--- src/core/timebase_pkg.sv ---
// Constants for the periodic timebase: register map, field layout, divider taps
package timebase_pkg;

  // Register bus
  localparam int unsigned ADDR_W = 4;
  localparam int unsigned DATA_W = 8;

  // Register offsets
  localparam logic [3:0] TIMEBASE_CONTROL_OFS = 4'h0;
  localparam logic [3:0] IRQ_STATUS_OFS       = 4'h1;
  localparam logic [3:0] IRQ_MASK_OFS         = 4'h2;

  // Control register field positions
  localparam int unsigned ROLLOVER_FLAG_BIT    = 7;
  localparam int unsigned RATE_SELECT_LSB      = 4;
  localparam int unsigned RATE_SELECT_W        = 3;
  localparam int unsigned FLAG_ACK_BIT         = 3;
  localparam int unsigned ROLLOVER_IRQ_EN_BIT  = 2;
  localparam int unsigned RUN_ENABLE_BIT       = 1;

  // Status and mask bit positions
  localparam int unsigned EVT_ROLLOVER_BIT     = 0;
  localparam int unsigned EVT_STOP_WAKEUP_BIT  = 1;
  localparam int unsigned EVT_RATE_CHANGE_BIT  = 2;
  localparam int unsigned EVT_W                = 3;

  // Reset values
  localparam logic [2:0] RATE_SELECT_RST = 3'h0;
  localparam logic [2:0] EVT_RST         = 3'h0;
  localparam logic [2:0] MASK_RST        = 3'h0;

  // Divider structure
  localparam int unsigned CHAIN_STAGES   = 15;
  localparam int unsigned PRESCALE_W     = 7;
  localparam logic [6:0]  PRESCALE_LAST  = 7'h7f;
  localparam int unsigned TAP_W          = 4;

  // Highest counter bit below each tap, one nibble per rate code, code 0 lowest.
  // Codes 0..7 give ratios 2^15, 2^13, 2^11, 2^7, 2^6, 2^5, 2^4, 2^3.
  localparam logic [31:0] TAP_MSB_TABLE = {4'h2, 4'h3, 4'h4, 4'h5, 4'h6, 4'ha, 4'hc, 4'he};

endpackage : timebase_pkg

--- src/core/periodic_timebase_interrupt.sv ---
// Periodic timebase with control register, interrupt status and low-power handling
//
// What this block does
// - Divider held at zero while run enable is clear; counts from zero once set.
// - Divider chain has fifteen stages, eight offered as selectable taps.
// - Rollover at the selected tap sets the read-only rollover flag.
// - Flag set with interrupt enable raises the CPU interrupt request.
// - Writing one to acknowledge clears the flag unless a rollover comes in the same cycle; zero does nothing; reads zero.
// - First flag after enable comes at half period, later ones at full period.
// - Rate codes 0 to 7 divide by 32768,8192,2048,128,64,32,16,8.
// - Configuration bit adds divide-by-128 ahead of the chain.
// - Interrupt period is the divide ratio over the input clock frequency.
// - Counting continues in wait; control register unreachable in wait.
// - In stop, runs only if oscillator kept running; register unreachable in stop.
// - Active in stop, the periodic interrupt serves as a stop wakeup.
// - Reset clears run enable and interrupt enable.
//
// Design decisions made here: the placing of the registers and the address-and-strobe port.
`timescale 1ns/10ps

module periodic_timebase_interrupt
  import timebase_pkg::*;
(
  input  wire logic              core_clk,
  input  wire logic              sys_rst,
  input  wire logic              oscillator_clock,
  input  wire logic              extra_prescale_select,
  input  wire logic              oscillator_in_stop_enable,
  input  wire logic              wait_mode,
  input  wire logic              stop_mode,
  input  wire logic [ADDR_W-1:0] reg_addr,
  input  wire logic [DATA_W-1:0] reg_wdata,
  input  wire logic              reg_wr,
  input  wire logic              reg_rd,
  output logic      [DATA_W-1:0] reg_rdata,
  output logic                   cpu_irq,
  output logic                   stop_wakeup,
  output logic                   irq_out
);

  // Oscillator pin synchroniser and edge detect
  logic                     osc_sync1_reg;
  logic                     osc_sync2_reg;
  logic                     osc_prev_reg;
  logic                     osc_tick;

  // Control register state
  logic                     run_enable_reg;
  logic                     rollover_irq_enable_reg;
  logic [RATE_SELECT_W-1:0] rate_select_reg;
  logic                     rollover_flag_reg;

  // Interrupt status and mask
  logic [EVT_W-1:0]         evt_status_reg;
  logic [EVT_W-1:0]         evt_mask_reg;
  logic [EVT_W-1:0]         evt_set;
  logic [EVT_W-1:0]         evt_clear;

  // Bus decode
  logic                     bus_open;
  logic                     ctrl_wr;
  logic                     status_wr;
  logic                     mask_wr;
  logic                     ack_wr;
  logic                     halted;
  logic                     rollover;
  logic [DATA_W-1:0]        read_value;

  always_ff @(posedge core_clk) begin
    if (sys_rst) begin
      osc_sync1_reg <= 1'b0;
      osc_sync2_reg <= 1'b0;
      osc_prev_reg  <= 1'b0;
    end else begin
      osc_sync1_reg <= oscillator_clock;
      osc_sync2_reg <= osc_sync1_reg;
      osc_prev_reg  <= osc_sync2_reg;
    end
  end

  // one count per oscillator rising edge
  assign osc_tick = osc_sync2_reg && !osc_prev_reg;

  // halt in stop unless oscillator kept running
  assign halted = stop_mode && !oscillator_in_stop_enable;

  // register closed in wait and stop
  assign bus_open  = !wait_mode && !stop_mode;
  assign ctrl_wr   = reg_wr && bus_open && (reg_addr == TIMEBASE_CONTROL_OFS);
  assign status_wr = reg_wr && bus_open && (reg_addr == IRQ_STATUS_OFS);
  assign mask_wr   = reg_wr && bus_open && (reg_addr == IRQ_MASK_OFS);
  assign ack_wr    = ctrl_wr && reg_wdata[FLAG_ACK_BIT];

  timebase_divider #(
    .STAGES(CHAIN_STAGES)
  ) u_divider (
    .core_clk              (core_clk),
    .sys_rst               (sys_rst),
    .run_enable            (run_enable_reg),
    .halted                (halted),
    .osc_tick              (osc_tick),
    .extra_prescale_select (extra_prescale_select),
    .rate_select           (rate_select_reg),
    .rollover              (rollover)
  );

  always_ff @(posedge core_clk) begin
    if (sys_rst) begin
      run_enable_reg          <= 1'b0;
      rollover_irq_enable_reg <= 1'b0;
    end else if (ctrl_wr) begin
      run_enable_reg          <= reg_wdata[RUN_ENABLE_BIT];
      rollover_irq_enable_reg <= reg_wdata[ROLLOVER_IRQ_EN_BIT];
    end
  end

  // rate field of the control register
  always_ff @(posedge core_clk) begin
    if (sys_rst) begin
      rate_select_reg <= RATE_SELECT_RST;
    end else if (ctrl_wr) begin
      rate_select_reg <= reg_wdata[RATE_SELECT_LSB +: RATE_SELECT_W];
    end
  end

  always_ff @(posedge core_clk) begin
    if (sys_rst) begin
      rollover_flag_reg <= 1'b0;
    end else if (rollover) begin
      rollover_flag_reg <= 1'b1;
    end else if (ack_wr) begin
      rollover_flag_reg <= 1'b0;
    end
  end

  always_ff @(posedge core_clk) begin
    if (sys_rst) begin
      cpu_irq <= 1'b0;
    end else begin
      cpu_irq <= rollover_flag_reg && rollover_irq_enable_reg;
    end
  end

  always_ff @(posedge core_clk) begin
    if (sys_rst) begin
      stop_wakeup <= 1'b0;
    end else begin
      stop_wakeup <= stop_mode && !halted && rollover_flag_reg && rollover_irq_enable_reg;
    end
  end

  // Sticky events
  always_comb begin
    evt_set                      = '0;
    evt_set[EVT_ROLLOVER_BIT]    = rollover;
    evt_set[EVT_STOP_WAKEUP_BIT] = rollover && stop_mode;
    evt_set[EVT_RATE_CHANGE_BIT] = ctrl_wr && run_enable_reg &&
                                   (reg_wdata[RATE_SELECT_LSB +: RATE_SELECT_W] != rate_select_reg);
  end

  assign evt_clear = status_wr ? reg_wdata[EVT_W-1:0] : '0;

  always_ff @(posedge core_clk) begin
    if (sys_rst) begin
      evt_status_reg <= EVT_RST;
    end else begin
      evt_status_reg <= (evt_status_reg & ~evt_clear) | evt_set;
    end
  end

  always_ff @(posedge core_clk) begin
    if (sys_rst) begin
      evt_mask_reg <= MASK_RST;
    end else if (mask_wr) begin
      evt_mask_reg <= reg_wdata[EVT_W-1:0];
    end
  end

  always_ff @(posedge core_clk) begin
    if (sys_rst) begin
      irq_out <= 1'b0;
    end else begin
      irq_out <= |(evt_status_reg & evt_mask_reg);
    end
  end

  // Read mux; acknowledge reads as zero
  always_comb begin
    read_value = '0;
    if (bus_open) begin
      case (reg_addr)
        TIMEBASE_CONTROL_OFS: begin
          read_value[ROLLOVER_FLAG_BIT]                       = rollover_flag_reg;
          read_value[RATE_SELECT_LSB +: RATE_SELECT_W]        = rate_select_reg;
          read_value[ROLLOVER_IRQ_EN_BIT]                     = rollover_irq_enable_reg;
          read_value[RUN_ENABLE_BIT]                          = run_enable_reg;
        end
        IRQ_STATUS_OFS: begin
          read_value[EVT_W-1:0] = evt_status_reg;
        end
        IRQ_MASK_OFS: begin
          read_value[EVT_W-1:0] = evt_mask_reg;
        end
        default: begin
          read_value = '0;
        end
      endcase
    end
  end

  // Read data valid only in the cycle after the strobe
  always_ff @(posedge core_clk) begin
    if (sys_rst) begin
      reg_rdata <= '0;
    end else if (reg_rd) begin
      reg_rdata <= read_value;
    end else begin
      reg_rdata <= '0;
    end
  end

endmodule // periodic_timebase_interrupt

--- src/core/timebase_divider.sv ---
// Prescaler and fifteen-stage divider chain with selectable rollover tap
`timescale 1ns/10ps

module timebase_divider
  import timebase_pkg::*;
#(
  parameter int unsigned STAGES = CHAIN_STAGES
) (
  input  wire logic                     core_clk,
  input  wire logic                     sys_rst,
  input  wire logic                     run_enable,
  input  wire logic                     halted,
  input  wire logic                     osc_tick,
  input  wire logic                     extra_prescale_select,
  input  wire logic [RATE_SELECT_W-1:0] rate_select,
  output logic                          rollover
);

  logic [PRESCALE_W-1:0] prescale_reg;
  logic [STAGES-1:0]     chain_reg;
  logic                  stage_tick;
  logic [TAP_W-1:0]      tap_msb;
  logic [STAGES-1:0]     low_mask;
  logic                  tap_hit;

  // Extra divide-by-128 ahead of the chain
  always_ff @(posedge core_clk) begin
    if (sys_rst || !run_enable) begin
      prescale_reg <= '0;
    end else if (osc_tick && !halted && extra_prescale_select) begin
      prescale_reg <= prescale_reg + 7'h01;
    end
  end

  assign stage_tick = osc_tick && !halted &&
                      (!extra_prescale_select || (prescale_reg == PRESCALE_LAST));

  always_ff @(posedge core_clk) begin
    if (sys_rst || !run_enable) begin
      chain_reg <= '0;
    end else if (stage_tick) begin
      chain_reg <= chain_reg + {{(STAGES-1){1'b0}}, 1'b1};
    end
  end

  assign tap_msb  = TAP_MSB_TABLE[{rate_select, 2'b00} +: TAP_W];
  assign low_mask = (STAGES'(1) << tap_msb) - STAGES'(1);

  // tap bit rising gives half period first, full period after
  assign tap_hit = stage_tick && ((chain_reg & low_mask) == low_mask) && !chain_reg[tap_msb];

  always_ff @(posedge core_clk) begin
    if (sys_rst || !run_enable) begin
      rollover <= 1'b0;
    end else begin
      rollover <= tap_hit;
    end
  end

endmodule // timebase_divider

--- config.mk ---
export PLATFORM = sky130hd
export DESIGN_NAME = periodic_timebase_interrupt
export DESIGN_NICKNAME = d
export VERILOG_FILES = /design/src/core/timebase_pkg.sv /design/src/core/periodic_timebase_interrupt.sv /design/src/core/timebase_divider.sv
export SDC_FILE = /design/constraint.sdc
export NUM_CORES = 1
export LEC_CHECK = 0
export BUFFER_PORTS_ARGS = -buffer_cell sky130_fd_sc_hd__buf_2
export CAP_MARGIN = 20
export CORE_MARGIN = 4
export CORE_UTILIZATION = 30
export DETAILED_ROUTE_END_ITERATION = 10
export GPL_ROUTABILITY_DRIVEN = 1
export PLACE_DENSITY = 0.58
export SYNTH_ARGS = -nofsm -noshare
export SYNTH_HDL_FRONTEND = slang
export SYNTH_SLANG_ARGS = --single-unit
--- constraint.sdc ---
create_clock -name core_clk -period 2.05 [get_ports core_clk]
set_input_delay 0.3075 -clock core_clk [delete_from_list [all_inputs] [get_ports core_clk]]
set_output_delay 0.3075 -clock core_clk [all_outputs]
set_load 0.01 [all_outputs]
==> metrics.yaml <==
max_stage_delay_ns: 0.59
final_max_slew_viol_count: 0
wire_per_inst_um: 13.24
critPathArrivalTime_ns: 2.22
insertion_delay_ns: 0.31
grt-ovfl-total: 0
required_ns: 2.29
setup_tns_ns: 0
drt_first_iter_violations: 113
yosysWarnings: 0
synthArstFlopShare_pct: 0
ys_ff_latch: 48
dpl_cell_area_sq_mm: 0.002395
final_cell_mix: "46 x dfxtp_1, 30 x buf_2, 26 x nor2_1"
clk_path_buf_depth: 2
ir_drop_uv: 314.6
cts.sinks: 48
synthCells: 234
synth_area_per_cell_sq_um: 9.111
clock_skew_ns: 0.007096
rows: 30
hpwl_um: 3406
power.density_mw_per_mm2: 736.4
initial_core_util_pct: 31.21
crit_buf_inv: 0
rsz0062_at_grt: "false"
die_height_um: 92.30
synth.distinct_cells: 45
io_buffers: 29
max_freq_ghz: 0.5048
viasPerCell: 5.046
crit_chain: "ha_4, nand4_1, a2111o_2, or4_1, a21oi_1"
drt_first_pass_iters: 4
hold_class: "in -> reg"
area_growth_pct: 23.12
syn_nets: 258
die_x_um: 92.30
hold_buffers: 0
max_cap_viol_count: 0
critPathTopFamily: "compound AO/OA/AOI/OAI gates"
clk_pin_slew_ns: 0.09
synth_area_sq_mm: 0.002132
cts_tree: "yes"
critPathCaptureType: "flop"
path_class: "reg -> reg"
core-area_sq_mm: 0.006832
setup_violations: 0
num_vias: 1847
grt_pass1_wl_um: 7769
wirelength_um: 4847
grt_pass1_vias: 1675
cts_root_buf: "clkbuf_8"
yosys_most_used_dff: "dfxtp_1"
ant_nets: 0
fin_area_sq_mm: 0.002625
drive_above_1_share_pct: 21.11
seq_area_sq_um: 965.9
htreeDepth: 2
synth_enable_flop_cells: 0
cp-start-kind: "flop"
num_antenna_cells: 0
antenna_found_initial: 0
numCtsBuffers: 5
finalHoldViolations: 0
nets: 293
pin_count: 32
post-route-min-period_ns: 1.981
drc: 0
grt_max_degree: 21
nFillCells: 718
fin_crit_sh_pct: 96.64
multiInputGateArea_sq_mm: 0.001144
track_usage_pct: 11.49
globalplace.congestion: 0.7700
mostFrequentLayoutCell: "dfxtp_1"
leakage_nw: 0.9889
largest_reg_flops: 15
slowest_stage: "a2111o_2"
dieArea_sq_mm: 0.008519
ys_seq_area_share_pct: 45.07
crit_fanout: 7
status: "finished clean"
==> through the flow <==
stage	instances	utilization [%]	total power, mW	hold slack [ns]	worst slack [ns]
2_1_floorplan	234	-	0.9853	0.3791	0.1909
3_3_place_gp	355	35.05	1.019	0.4214	0.004655
3_5_place_dp	355	35.05	1.020	0.4345	0.002775
4_1_cts	363	37.38	1.953	0.2057	0.03593
5_1_grt	366	38.42	2.002	0.2005	0.01208
6_report	366	38.42	1.933	0.2139	0.06891
==> worst reg2reg max path: stages (launching register included) <==
cell	delay, ns
dfxtp_4	0.38
ha_4	0.14
nand4_1	0.14
a2111o_2	0.59
or4_1	0.53
a21oi_1	0.14
==> power breakdown <==
group          internal (mW)  total (mW)  leakage [nW]  switching, mW
sequential             0.933       0.935         0.388        0.00179
clock                  0.610       0.933        0.0784          0.324
combinational         0.0277      0.0650         0.522         0.0372
==> layout make-up <==
type,instances,share of cell area (%)
repair buffers,38,8.294
well taps,96,4.576
clock buffers,5,2.622
multi-input cells,171,43.57
flip-flops and latches,48,36.80
inverters,5,0.7150
clock inverters,3,3.432
==> path summary, 6_finish.rpt <==
path / start / to / slack, ns / cells after the start
max: u_divider.prescale_reg[0]$_SDFFE_PP0P_ / u_divider.chain_reg[12]$_SDFFE_PP0P_ / 0.07 / 5
max reg2reg: u_divider.prescale_reg[0]$_SDFFE_PP0P_ / u_divider.chain_reg[12]$_SDFFE_PP0P_ / 0.07 / 5
min: oscillator_clock / osc_sync1_reg$_SDFF_PP0_ / 0.21 / 2
min reg2reg: osc_sync1_reg$_SDFF_PP0_ / osc_sync2_reg$_SDFF_PP0_ / 0.45 / 1
==> cells by family (layout without fill, tap and decap cells) <==
| family | Yosys count | in the layout | share of synthesized area [%] |
|---|---|---|---|
| buffers and inverters | 16 | 51 | 3.463 |
| and+or+nand+nor | 92 | 92 | 23.42 |
| adders and majority gates | 3 | 3 | 1.761 |
| other | 1 | 1 | 0.1759 |
| muxes | 15 | 15 | 7.101 |
| AOI/OAI and AO/OA | 50 | 51 | 15.32 |
| DFF | 48 | 48 | 45.07 |
| xor gates and xnor gates | 9 | 9 | 3.697 |
==> metal layers <==
metal	part of all wire [%]	wire length (um)	track usage, %	vias to the layer above
li1	-	-	-	933
met1	49	2392	14.90	883
met2	45	2185	17.46	26
met3	4.1	201	3.818	5
met4	1.4	67	4.703	0
met5	0	0	0	-
==> Yosys cell counts (all sizes together) (2+ instances only) <==
cell    instances  share of area, %
nand2b          3              0.88
mux2i          14               6.6
buf             4               1.3
nand2           6               1.1
nor4            3              0.88
ha              3               1.8
nand4          10               2.9
xor2            3               1.2
and3            6               1.8
nor2b           8               2.3
nor2           26               4.6
o21ai           8               1.9
dfxtp          48                45
nand3           8               1.9
a21oi          17               4.0
inv             5              0.88
xnor2           6               2.5
or4             6               2.1
clkbuf          7               1.2
a31oi           3              0.88
and2            4               1.2
and4            3               1.2
o31ai           6               2.1
a22oi           2              0.70
or3             7               2.1
==> timing repair <==
| item | CTS | global route |
|---|---|---|
| cloned | 0 | 2 |
| endpoints found under the setup margin | 1 | 11 |
| setup buffers | 0 | 1 |
| pin swaps | 1 | 3 |
| resized for setup | 0 | 15 |
(Power assumes the default switching activity.)
